<file path="src/verilog/xtrig_pkg.sv">
// Notes on behaviour
// - Starting a normal trace clears trace-at-execute; analyzer then ignores execute.
// - The execute command sends one pulse on the shared execute line.
// - Execute can be pulsed even with bus interaction turned off.
// - With interaction on, break whenever another enabled unit breaks.
// - With interaction off, ignore the bus execute and ready lines; code still echoes received execute and starts trace at execute.
// - The analyzer always drives line A, as may bus and BNC; the break input always receives it.
// - External analyzer joins line B only in independent state or timing mode.
// - Analyzer trigger asserts its line and is forwarded to receiving ports.
// - Break input may take bus, BNC or analyzer via either line, external analyzer via line B only.
// - Arming from outside uses line B only, analyzer receiving it.
// - With several break sources, break on whichever comes first.
// - Every endpoint link to a line can be switched off on its own, except analyzer and break input on line A.
// - After an analyzer-caused break, the analyzer stops driving that line.
// - Line B breaking and feeding the bus: bus trigger falls after break.
// - Line A breaking, line B feeding bus: bus trigger holds till trace ends.
// - Break input can receive line B, so an external analyzer halts execution.
// - Bus trigger is active low level; BNC trigger is a rising edge.
// - Ready is wire-AND; held low while broken, in reset or not ready.
// - Execute is active low; receiver runs once ready returns true.
// - After execute, bus trigger gives one true pulse, ignored internally.
package xtrig_pkg;

  localparam int unsigned ADDR_W = 4;
  localparam int unsigned DATA_W = 32;

  // Register byte addresses
  localparam logic [ADDR_W-1:0] CFG_OFS = 4'h0;
  localparam logic [ADDR_W-1:0] CMD_OFS = 4'h4;
  localparam logic [ADDR_W-1:0] STAT_OFS = 4'h8;

  // Command register bit positions (write one to act)
  localparam int unsigned CMD_TRACE_POS = 0;
  localparam int unsigned CMD_TRACE_EXEC_POS = 1;
  localparam int unsigned CMD_HALT_POS = 2;
  localparam int unsigned CMD_EXEC_POS = 3;

  localparam int unsigned CFG_W = 16;
  localparam int unsigned STAT_W = 8;
  localparam logic [CFG_W-1:0] CFG_RST = 16'h0000;

  // How an endpoint joins an internal line; the fourth code reads as off
  typedef enum logic [1:0] {EP_OFF, EP_DRIVE, EP_RECV} ep_mode_t;

  // Configuration word, bus_a in the low bits
  typedef struct packed {
    logic arm_b;
    logic ext_indep;
    logic run_en;
    logic brk_b;
    ep_mode_t ext_b;
    ep_mode_t ana_b;
    ep_mode_t bnc_b;
    ep_mode_t bus_b;
    ep_mode_t bnc_a;
    ep_mode_t bus_a;
  } cfg_t;

  typedef enum logic {EX_IDLE, EX_WAIT_READY} ex_state_t;

  typedef struct packed {
    logic psel;
    logic penable;
    logic pwrite;
    logic [ADDR_W-1:0] paddr;
    logic [DATA_W-1:0] pwdata;
  } apb_req_t;

  typedef struct packed {
    logic [DATA_W-1:0] prdata;
    logic pready;
    logic pslverr;
  } apb_rsp_t;

  typedef struct packed {
    logic bus_trig_n;
    logic bnc;
    logic ready;
    logic exec_n;
  } pins_in_t;

  typedef struct packed {
    logic bus_trig_o;
    logic bus_trig_oe_n;
    logic bnc_o;
    logic bnc_oe_n;
    logic ready_o;
    logic ready_oe_n;
    logic exec_o;
    logic exec_oe_n;
  } pins_out_t;

  typedef struct packed {
    logic ana_trig;
    logic ext_trig;
    logic broken;
    logic in_reset;
    logic ready_to_run;
  } emu_in_t;

  typedef struct packed {
    logic break_req;
    logic run_req;
    logic ana_arm;
    logic ext_arm;
    logic trace_start;
  } emu_out_t;

endpackage

</file>
<file path="src/verilog/cross_trigger_routing.sv">
module cross_trigger_routing
  import xtrig_pkg::*;
(
  input wire logic pclk,
  input wire logic presetn,
  input wire xtrig_pkg::apb_req_t apb_req,
  output xtrig_pkg::apb_rsp_t apb_rsp,
  input wire xtrig_pkg::pins_in_t pins_in,
  output xtrig_pkg::pins_out_t pins_out,
  input wire xtrig_pkg::emu_in_t emu_in,
  output xtrig_pkg::emu_out_t emu_out
);
  import xtrig_pkg::*;

  typedef struct packed {
    cfg_t cfg;
    logic at_exec;
    logic trace_run;
    logic trig_found;
    logic armed;
    logic stop_a;
    logic stop_b;
    logic brk_prev;
    logic bnc_prev;
    logic exec_prev;
    logic mask;
    ex_state_t ex;
    logic break_req;
    logic run_req;
    logic ana_arm;
    logic ext_arm;
    logic trace_start;
    logic bus_drv;
    logic bnc_drv;
    logic rdy_low;
    logic exec_drv;
    logic ack;
    logic err;
    logic [DATA_W-1:0] rdata;
  } state_t;

  state_t state_ff;
  state_t nxt_state;

  ////////////////////////////////////////////////////////////////////////////
  // Bus decode and endpoint terms

  logic access;
  logic wr_take;
  logic addr_ok;
  logic cmd_wr;
  logic cfg_wr;
  logic bus_in;
  logic bnc_rise;
  logic exec_fall;
  logic ana_drv_a;
  logic ana_drv_b;
  logic ext_drv_b;
  logic line_a;
  logic line_b;
  logic bus_peer_brk;
  logic brk_rise;
  logic trig_ok;
  logic [STAT_W-1:0] status;
  cfg_t cfg_new;

  // Access phase; write lands only on the edge that sees pready
  assign access = apb_req.psel && apb_req.penable;
  assign wr_take = access && state_ff.ack && apb_req.pwrite && !state_ff.err;
  assign addr_ok = (apb_req.paddr == CFG_OFS) || (apb_req.paddr == CMD_OFS)
                   || (apb_req.paddr == STAT_OFS);
  assign cmd_wr = wr_take && (apb_req.paddr == CMD_OFS);
  assign cfg_wr = wr_take && (apb_req.paddr == CFG_OFS);

  // Bus trigger is low true and level sensed; our own echo is masked
  assign bus_in = !pins_in.bus_trig_n && !state_ff.mask;
  assign bnc_rise = pins_in.bnc && !state_ff.bnc_prev;
  assign exec_fall = !pins_in.exec_n && state_ff.exec_prev;
  assign brk_rise = emu_in.broken && !state_ff.brk_prev;

  // Analyzer is always on line A; it lets go once its break has landed
  assign ana_drv_a = state_ff.trig_found && !state_ff.stop_a;
  assign ana_drv_b = state_ff.trig_found && !state_ff.stop_b
                     && (state_ff.cfg.ana_b == EP_DRIVE);
  // External analyzer is cut off unless it runs standalone
  assign ext_drv_b = state_ff.cfg.ext_indep && (state_ff.cfg.ext_b == EP_DRIVE)
                     && emu_in.ext_trig;

  // Wired OR of every endpoint set to drive; off endpoints add nothing
  assign line_a = ana_drv_a
                  || ((state_ff.cfg.bus_a == EP_DRIVE) && bus_in)
                  || ((state_ff.cfg.bnc_a == EP_DRIVE) && bnc_rise);
  assign line_b = ana_drv_b || ext_drv_b
                  || ((state_ff.cfg.bus_b == EP_DRIVE) && bus_in)
                  || ((state_ff.cfg.bnc_b == EP_DRIVE) && bnc_rise);

  // Another enabled unit pulled ready low: it broke, so we follow
  assign bus_peer_brk = state_ff.cfg.run_en && !pins_in.ready && !emu_in.broken;

  // With external arming the trigger only counts once armed
  assign trig_ok = state_ff.trace_run && (!state_ff.cfg.arm_b || state_ff.armed);

  assign status = {pins_in.ready, state_ff.armed, (state_ff.ex == EX_WAIT_READY),
                   state_ff.at_exec, state_ff.trig_found, state_ff.trace_run,
                   line_b, line_a};

  // Unused mode code 3 is stored as off so the readback matches behaviour
  always_comb
  begin
    cfg_new = cfg_t'(apb_req.pwdata[CFG_W-1:0]);
    if (cfg_new.bus_a == ep_mode_t'(2'h3)) cfg_new.bus_a = EP_OFF;
    if (cfg_new.bnc_a == ep_mode_t'(2'h3)) cfg_new.bnc_a = EP_OFF;
    if (cfg_new.bus_b == ep_mode_t'(2'h3)) cfg_new.bus_b = EP_OFF;
    if (cfg_new.bnc_b == ep_mode_t'(2'h3)) cfg_new.bnc_b = EP_OFF;
    if (cfg_new.ana_b == ep_mode_t'(2'h3)) cfg_new.ana_b = EP_OFF;
    if (cfg_new.ext_b == ep_mode_t'(2'h3)) cfg_new.ext_b = EP_OFF;
  end

  ////////////////////////////////////////////////////////////////////////////
  // Next state

  always_comb
  begin
    nxt_state = state_ff;
    nxt_state.brk_prev = emu_in.broken;
    nxt_state.bnc_prev = pins_in.bnc;
    nxt_state.exec_prev = pins_in.exec_n;
    nxt_state.run_req = 1'b0;
    nxt_state.trace_start = 1'b0;
    nxt_state.exec_drv = 1'b0;

    // One wait state so read data comes from a flop
    nxt_state.ack = access && !state_ff.ack;
    if (access && !state_ff.ack)
    begin
      nxt_state.err = !addr_ok;
      case (apb_req.paddr)
        CFG_OFS: nxt_state.rdata = {{(DATA_W-CFG_W){1'b0}}, state_ff.cfg};
        STAT_OFS: nxt_state.rdata = {{(DATA_W-STAT_W){1'b0}}, status};
        default: nxt_state.rdata = '0;
      endcase
    end
    if (cfg_wr)
      nxt_state.cfg = cfg_new;

    // Analyzer trigger latches and holds until halt or next trace
    if (trig_ok && emu_in.ana_trig)
      nxt_state.trig_found = 1'b1;
    if (state_ff.trace_run && state_ff.cfg.arm_b && line_b
        && (state_ff.cfg.ana_b == EP_RECV))
      nxt_state.armed = 1'b1;

    // Break landed: drop analyzer drive on each line that caused it
    if (brk_rise && ana_drv_a)
      nxt_state.stop_a = 1'b1;
    if (brk_rise && ana_drv_b && state_ff.cfg.brk_b)
      nxt_state.stop_b = 1'b1;

    // Received execute; echo on bus trigger and mask it for one cycle
    nxt_state.mask = exec_fall;
    if (exec_fall)
    begin
      nxt_state.mask = 1'b1;
      if (state_ff.at_exec)
      begin
        nxt_state.at_exec = 1'b0;
        nxt_state.trace_run = 1'b1;
        nxt_state.trig_found = 1'b0;
        nxt_state.armed = 1'b0;
        nxt_state.stop_a = 1'b0;
        nxt_state.stop_b = 1'b0;
        nxt_state.trace_start = 1'b1;
      end
    end

    // Emulator side of execute waits for ready before running
    case (state_ff.ex)
      EX_IDLE:
      begin
        if (exec_fall && state_ff.cfg.run_en)
          nxt_state.ex = EX_WAIT_READY;
      end
      EX_WAIT_READY:
      begin
        if (!state_ff.cfg.run_en)
          nxt_state.ex = EX_IDLE;
        else if (pins_in.ready)
        begin
          nxt_state.ex = EX_IDLE;
          nxt_state.run_req = 1'b1;
        end
      end
      default: nxt_state.ex = EX_IDLE;
    endcase

    // Software commands; the execute pulse ignores run_en entirely
    if (cmd_wr)
    begin
      if (apb_req.pwdata[CMD_TRACE_POS])
      begin
        nxt_state.at_exec = 1'b0;
        nxt_state.trace_run = 1'b1;
        nxt_state.trig_found = 1'b0;
        nxt_state.armed = 1'b0;
        nxt_state.stop_a = 1'b0;
        nxt_state.stop_b = 1'b0;
        nxt_state.trace_start = 1'b1;
      end
      else if (apb_req.pwdata[CMD_TRACE_EXEC_POS])
      begin
        nxt_state.at_exec = 1'b1;
        nxt_state.trace_run = 1'b0;
      end
      if (apb_req.pwdata[CMD_HALT_POS])
      begin
        nxt_state.trace_run = 1'b0;
        nxt_state.trig_found = 1'b0;
        nxt_state.at_exec = 1'b0;
      end
      nxt_state.exec_drv = apb_req.pwdata[CMD_EXEC_POS];
    end

    // Registered pin and emulator outputs
    nxt_state.break_req = line_a || (state_ff.cfg.brk_b && line_b)
                          || bus_peer_brk;
    nxt_state.bus_drv = ((state_ff.cfg.bus_a == EP_RECV) && line_a)
                        || ((state_ff.cfg.bus_b == EP_RECV) && line_b)
                        || exec_fall;
    nxt_state.bnc_drv = ((state_ff.cfg.bnc_a == EP_RECV) && line_a)
                        || ((state_ff.cfg.bnc_b == EP_RECV) && line_b);
    nxt_state.ana_arm = state_ff.cfg.arm_b && (state_ff.cfg.ana_b == EP_RECV)
                        && line_b;
    nxt_state.ext_arm = state_ff.cfg.ext_indep && (state_ff.cfg.ext_b == EP_RECV)
                        && line_b;
    nxt_state.rdy_low = state_ff.cfg.run_en && (emu_in.broken || emu_in.in_reset
                        || !emu_in.ready_to_run);
  end

  // Whole state in one register
  always_ff @(posedge pclk or negedge presetn)
  begin
    if (!presetn)
    begin
      state_ff <= '0;
      state_ff.cfg <= cfg_t'(CFG_RST);
      state_ff.bnc_prev <= 1'b1;
      state_ff.exec_prev <= 1'b1;
      state_ff.ex <= EX_IDLE;
    end
    else
      state_ff <= nxt_state;
  end

  ////////////////////////////////////////////////////////////////////////////
  // Outputs; open-drain pins only ever pull low, BNC drives high

  assign apb_rsp.pready = state_ff.ack;
  assign apb_rsp.pslverr = state_ff.ack && state_ff.err;
  assign apb_rsp.prdata = state_ff.rdata;

  assign pins_out.bus_trig_o = 1'b0;
  assign pins_out.bus_trig_oe_n = !state_ff.bus_drv;
  assign pins_out.bnc_o = 1'b1;
  assign pins_out.bnc_oe_n = !state_ff.bnc_drv;
  assign pins_out.ready_o = 1'b0;
  assign pins_out.ready_oe_n = !state_ff.rdy_low;
  assign pins_out.exec_o = 1'b0;
  assign pins_out.exec_oe_n = !state_ff.exec_drv;

  assign emu_out.break_req = state_ff.break_req;
  assign emu_out.run_req = state_ff.run_req;
  assign emu_out.ana_arm = state_ff.ana_arm;
  assign emu_out.ext_arm = state_ff.ext_arm;
  assign emu_out.trace_start = state_ff.trace_start;
endmodule // cross_trigger_routing

</file>
<file path="config.mk">
export PLATFORM = sky130hd
export DESIGN_NAME = cross_trigger_routing
export DESIGN_NICKNAME = d
export VERILOG_FILES = /design/src/verilog/xtrig_pkg.sv /design/src/verilog/cross_trigger_routing.sv
export SDC_FILE = /design/constraint.sdc
export NUM_CORES = 1
export LEC_CHECK = 0
export BUFFER_PORTS_ARGS = -buffer_cell sky130_fd_sc_hd__buf_2
export CAP_MARGIN = 10
export CELL_PAD_IN_SITES_DETAIL_PLACEMENT = 0
export CELL_PAD_IN_SITES_GLOBAL_PLACEMENT = 1
export CORE_MARGIN = 2
export CORE_UTILIZATION = 35
export DETAILED_ROUTE_END_ITERATION = 8
export HOLD_SLACK_MARGIN = 0.08
export PLACE_DENSITY = 0.76
export SLEW_MARGIN = 20
export SYNTH_ARGS = -nofsm -noshare
export SYNTH_HDL_FRONTEND = slang
export SYNTH_SLANG_ARGS = --single-unit
</file>
<file path="constraint.sdc">
create_clock -name pclk -period 3.2 [get_ports pclk]
set_input_delay 0.16 -clock pclk [delete_from_list [all_inputs] [get_ports pclk]]
set_output_delay 0.16 -clock pclk [all_outputs]
set_load 0.05 [all_outputs]
</file>
==> results of run 1 <==
==> per-stage QoR <==
step / hold slack [ps] / util [%] / power, mW
floorplan: -136 / - / 0.979
global placement: 274 / 38.4 / 1.01
detailed placement: 277 / 38.4 / 1.01
CTS: 83.9 / 40.9 / 1.41
global route: 82.9 / 40.9 / 1.46
finish: 87.9 / 40.9 / 1.39
==> report_power, final <==
group | switching, mW | internal, mW | total [mW]
Combinational | 0.196 | 0.0668 | 0.263
Sequential | 0.0248 | 0.718 | 0.743
Clock | 0.211 | 0.175 | 0.387
Total | 0.432 | 0.960 | 1.39
==> routing by layer <==
layer / GRT usage (%) / wire, um
met1: 20.4 / 2710
met2: 21.4 / 2510
met5: 0 / 0
met3: 2.42 / 257
met4: 4.62 / 42
==> flip-flops by register name, indices dropped and copies added (netlist names) <==
name and count:
emu_out 5, apb_rsp 17, state_ff 32
==> cells by family (layout without fill, tap and decap cells) <==
group	count (synthesis)	after routing	share of synthesized area [%]
and+or+nand+nor	129	129	26.0
buffers and inverters	57	87	14.7
DFF	54	54	51.4
AOI/OAI and AO/OA	26	26	7.27
other	2	20	0.285
muxes	1	1	0.380
==> how the worst min path moves through the flow <==
stage,cells after the start,slack (ps),endpoint
2_1_floorplan,0,-140,apb_rsp[10]
3_3_place_gp,1,270,state_ff[45]
3_5_place_dp,1,280,state_ff[45]
4_1_cts,2,80,state_ff[34]
5_1_grt,2,80,state_ff[34]
6_report,2,90,state_ff[34]
==> critical path: cells and delay by family <==
kind | cells | cell delay, ps
AO/OA/AOI/OAI | 1 | 390
AND/OR/NAND/NOR | 3 | 810
buffers and inverters | 2 | 660
==> synthesized netlist by cell type (3+ instances only) <==
cell      instances  area (um2)
nand2b_1          4        25.0
inv_1             7        26.3
buf_2             3        15.0
nand3b_1         14         105
dfrtp_1          52        1300
o21ai_0           3        15.0
buf_4            43         323
and2_1            3        18.8
a221oi_1          8        70.1
a31oi_1           4        25.0
nand3_1           9        45.0
nand2_1          54         203
nor2_1           25        93.8
==> final cells by class <==
type	count	share of cell area, %
clock inverter	1	0.169
tap	99	4.18
multi-input combinational	176	32.4
sequential	54	45.6
timing repair buffer	71	13.7
inverter	8	1.01
clock buffer	7	2.91
==> run metrics, run 1 <==
status=finished, final reports clean; worst-case reg-to-reg path depth=4; multi-input logic area=962 um2; CP Class=input port to register; Port Buffer Count=60; Final Cycle Share=58.2%; Vias/cell=4.55; Clk Latency, worst-skew pair=300 ps; area of the mapped netlist=0.00264 mm2; setup ws final=1340 ps; PD cells=469 mW/mm2; CP Capture Type=register; WL/cell=13.3 um; final instance area=0.00297 mm2; Distinct cells, synth=45; fill count=745; Register Area=0.00135 mm2; RSZ-0062 raised after global routing=no; Min Clock Period, post-route=1860 ps; placement-stage cell area=0.00279 mm2; RePlAce Congestion=0.873; endpoints failing hold=0; Worst Setup SP=pins_in[2]; largest net degree at the start of global routing=40; Boundary Pins=97; syn avg cell area=9.80 um2; ys flop type=dfrtp_1; first-pass GRT wire length=9230 um; crit path max-delay cell type=or4_1; DRC viols=0; Routed Antenna Nets=0; Final Skew=9.22 ps; Synth async-reset ratio=100%; Sink Count=54; max-slew violations=0; Starting Density=36.3%; nets@finish=366; total negative setup slack=0 ps; Post-Syn Instances=269; EDFF count, synth=0; number of global-route vias before repair=1771; RR Endpoint=apb_rsp[3]; post-placement setup slack=1370 ps; initial antenna violation count=0; Routed WL=5520 um; Longest Clk Path Bufs=2; max_slew headroom=37.5%; Worst-path clk slew=100 ps; worst path cell trace=dlygate4sd3_1 > buf_2 > nor4bb_1 > or4_1 > a221oi_1 > nor2_1; Critical Path Fanout Max=3; hold-fix buffer count after cts=9; Worst EP required=3380 ps; Worst EP arrival=2040 ps; max cap viols=0; Post-CTS Resized=0; HP Class=input port to register; critical path endpoint=apb_rsp[3]; Layout Cells excl Fill=416; Worst R2R Setup Slack=1380 ps; Num CTS Buffers=5; most frequent cells in the layout=60 x buf_2, 54 x nand2_1, 52 x dfrtp_1; total grt overflow=0; post-synthesis sequential area ratio=51.4%; Lkg Pwr=1.55 nW; HP Start=apb_req[3]; Max VDD drop=0.160 mV; Std-Cell Rows=31; actual slew at the worst max-slew pin=930 ps; core area=0.00725 mm2; die area=0.00824 mm2; post-synthesis register bit count=54; Chip Height=90.8 um; n_diodes=0; share of cells above drive strength 1=24.3%; GRT Util Overall=14.1%; DP HPWL=4030 um; worst r2r src=state_ff[51]; Area Growth Syn to Fin=12.6%; Synth warnings=0; Post-CTS Setup Inserts=0; Startpoint Class=input port; CTS tree=yes; commonest non-fill, non-tap cell in the layout=buf_2; DP Cell Count=399; fmax=0.537 GHz; iteration-0 DRC count of the detailed router=144; via count=1891; Die W=90.8 um; first drt pass iteration count=4; root buf cell=clkbuf_8; htree depth=2; final setup fails=0; biggest cell delay along the critical path=600 ps
No activity file was read; power rests on OpenSTA's default activity.
==> run 2, diff against run 1 <==
Settings changed: ABC_AREA set to 1, CORE_UTILIZATION 35 to 32, PLACE_DENSITY 0.76 to 0.74.
Clock period 3.2 ns to 1.7 ns, I/O delays scaled along.
==> run metrics, run 2 <==
status=finished, final reports clean; worst-case reg-to-reg path depth=7; root buf cell=clkbuf_8; Worst EP arrival=1600 ps; area of the mapped netlist=0.00274 mm2; ys flop type=dfrtp_1; RePlAce Congestion=0.825; n_diodes=0; PD cells=831 mW/mm2; worst r2r src=state_ff[63]; RR Endpoint=state_ff[50]; htree depth=2; Vias/cell=4.27; Synth top area share=47.5%; dominant cells by area after synthesis=dfrtp_1 48%, buf_4 12%, nand2_1 8.6%, inv_1 6.0%, nor2_1 4.1%; Port Buffer Count=60; Min Clock Period, post-route=1370 ps; Clk Latency, worst-skew pair=310 ps; GRT met2 Usage=20.5%; met1 Use GR=19.4%; Final Skew=9.30 ps; most common cell in the netlist=nand2_1; Worst Setup SP=state_ff[63]; Distinct cells, synth=26; critical path endpoint=state_ff[50]; met3 usage in global routing=2.87%; hold-fix buffer count after cts=22; Routed Antenna Nets=0; Lkg Pwr=1.71 nW; Synth area leader=dfrtp_1; Chip Height=96.5 um; HP Class=input port to register; largest net degree at the start of global routing=32; Num CTS Buffers=5; max-slew violations=0; Area Growth Syn to Fin=18.3%; Worst EP required=1930 ps; fmax=0.732 GHz; EDFF count, synth=0; Std-Cell Rows=33; number of global-route vias before repair=1920; syn avg cell area=8.56 um2; synth cell count leaders=63 x nand2_1, 52 x dfrtp_1, 44 x inv_1, 42 x buf_4, 30 x nor2_1; final setup fails=0; max cap viols=0; Sink Count=54; Routed WL=5860 um; most frequent cells in the layout=63 x nand2_1, 60 x buf_2, 52 x dfrtp_1; initial antenna violation count=0; share of cells above drive strength 1=25.2%; Critical Path Fanout Max=6; total negative setup slack=0 ps; max reg flops=32; Final Cycle Share=80.4%; Die W=96.5 um; Post-CTS Resized=0; via count=2092; RSZ-0062 raised after global routing=no; Boundary Pins=97; Synth warnings=0; DP HPWL=4390 um; CP Class=register to register; nets@finish=434; post-synthesis register bit count=54; Longest Clk Path Bufs=2; commonest non-fill, non-tap cell in the layout=nand2_1; Post-Syn Instances=320; core area=0.00826 mm2; CP Capture Type=register; Worst-path clk slew=90 ps; total grt overflow=0; Post-CTS Setup Inserts=0; Starting Density=33.2%; Worst R2R Setup Slack=330 ps; largest register by flop count=state_ff; CTS tree=yes; iteration-0 DRC count of the detailed router=96; endpoints failing hold=0; first-pass GRT wire length=9440 um; DRC viols=0; Synth async-reset ratio=100%; Final Power=2.69 mW; GRT Max-Usage Layer=met2; GRT Util Overall=13.5%; WL/cell=12.0 um; first drt pass iteration count=4; post-synthesis sequential area ratio=49.4%; Startpoint Class=register; Max VDD drop=0.347 mV; die area=0.00932 mm2
run 2: final cells by class:
class	instances	area, um2
well taps	105	131
fillers	927	5020
inverters	47	176
repair buffers	88	578
flip-flops and latches	54	1350
multi-input cells	188	908
clock buffers	7	86.3
clock inverters	1	5.00
run 2: how the worst min path moves through the flow:
stage / from / end / slack [ps] / cells after the start
2_1_floorplan: presetn / apb_rsp[10] / -210 / 0
3_3_place_gp: presetn / emu_out[1] / 50 / 1
3_5_place_dp: presetn / state_ff[69] / 60 / 1
4_1_cts: apb_req[1] / state_ff[54] / 90 / 4
5_1_grt: apb_req[1] / state_ff[54] / 110 / 4
6_report: apb_req[1] / state_ff[54] / 100 / 4
run 2: cells by family (layout without fill, tap and decap cells):
| kind of cell | count (synthesis) | in the layout | share of synthesized area, % |
|---|---|---|---|
| compound gates | 45 | 45 | 10.1 |
| buf+inv | 96 | 143 | 19.9 |
| flops | 54 | 54 | 49.4 |
| other cells | 2 | 20 | 0.274 |
| simple gates | 123 | 123 | 20.3 |
run 2: through the flow:
| step | instances | utilization, % | hold WS, ps | area (um2) | worst slack (ps) |
|---|---|---|---|---|---|
| final | 490 | 39.2 | 95.5 | 3240 | 333 |
| after global routing | 490 | 39.2 | 106 | 3240 | 164 |
| after CTS | 490 | 39.2 | 93.1 | 3240 | 349 |
| after detailed placement | 460 | 35.5 | 59.9 | 2930 | 378 |
| after global placement | 460 | 35.5 | 48.2 | 2930 | 399 |
| after floorplan | 338 | - | -211 | 2810 | 577 |
run 2: worst max-delay path, stage by stage, from the launching register on:
cell,delay [ps]
dfrtp_1,390
inv_1,120
nand2_1,70
nor2_1,160
nor2_1,70
nand2_1,240
nand3_1,110
a21oi_1,140
run 2: power breakdown:
part	leakage (nW)	total, mW	switching [mW]	internal (mW)
clock	0.0482	0.730	0.400	0.330
sequential	0.633	1.40	0.0381	1.36
combinational	1.03	0.561	0.410	0.151
run 2: metal layers:
layer  share of wire [%]  up-vias
li1                    -     1069
met1                  48      962
met2                  45       59
met3                 6.3        2
met4                0.70        0
met5                   0        -
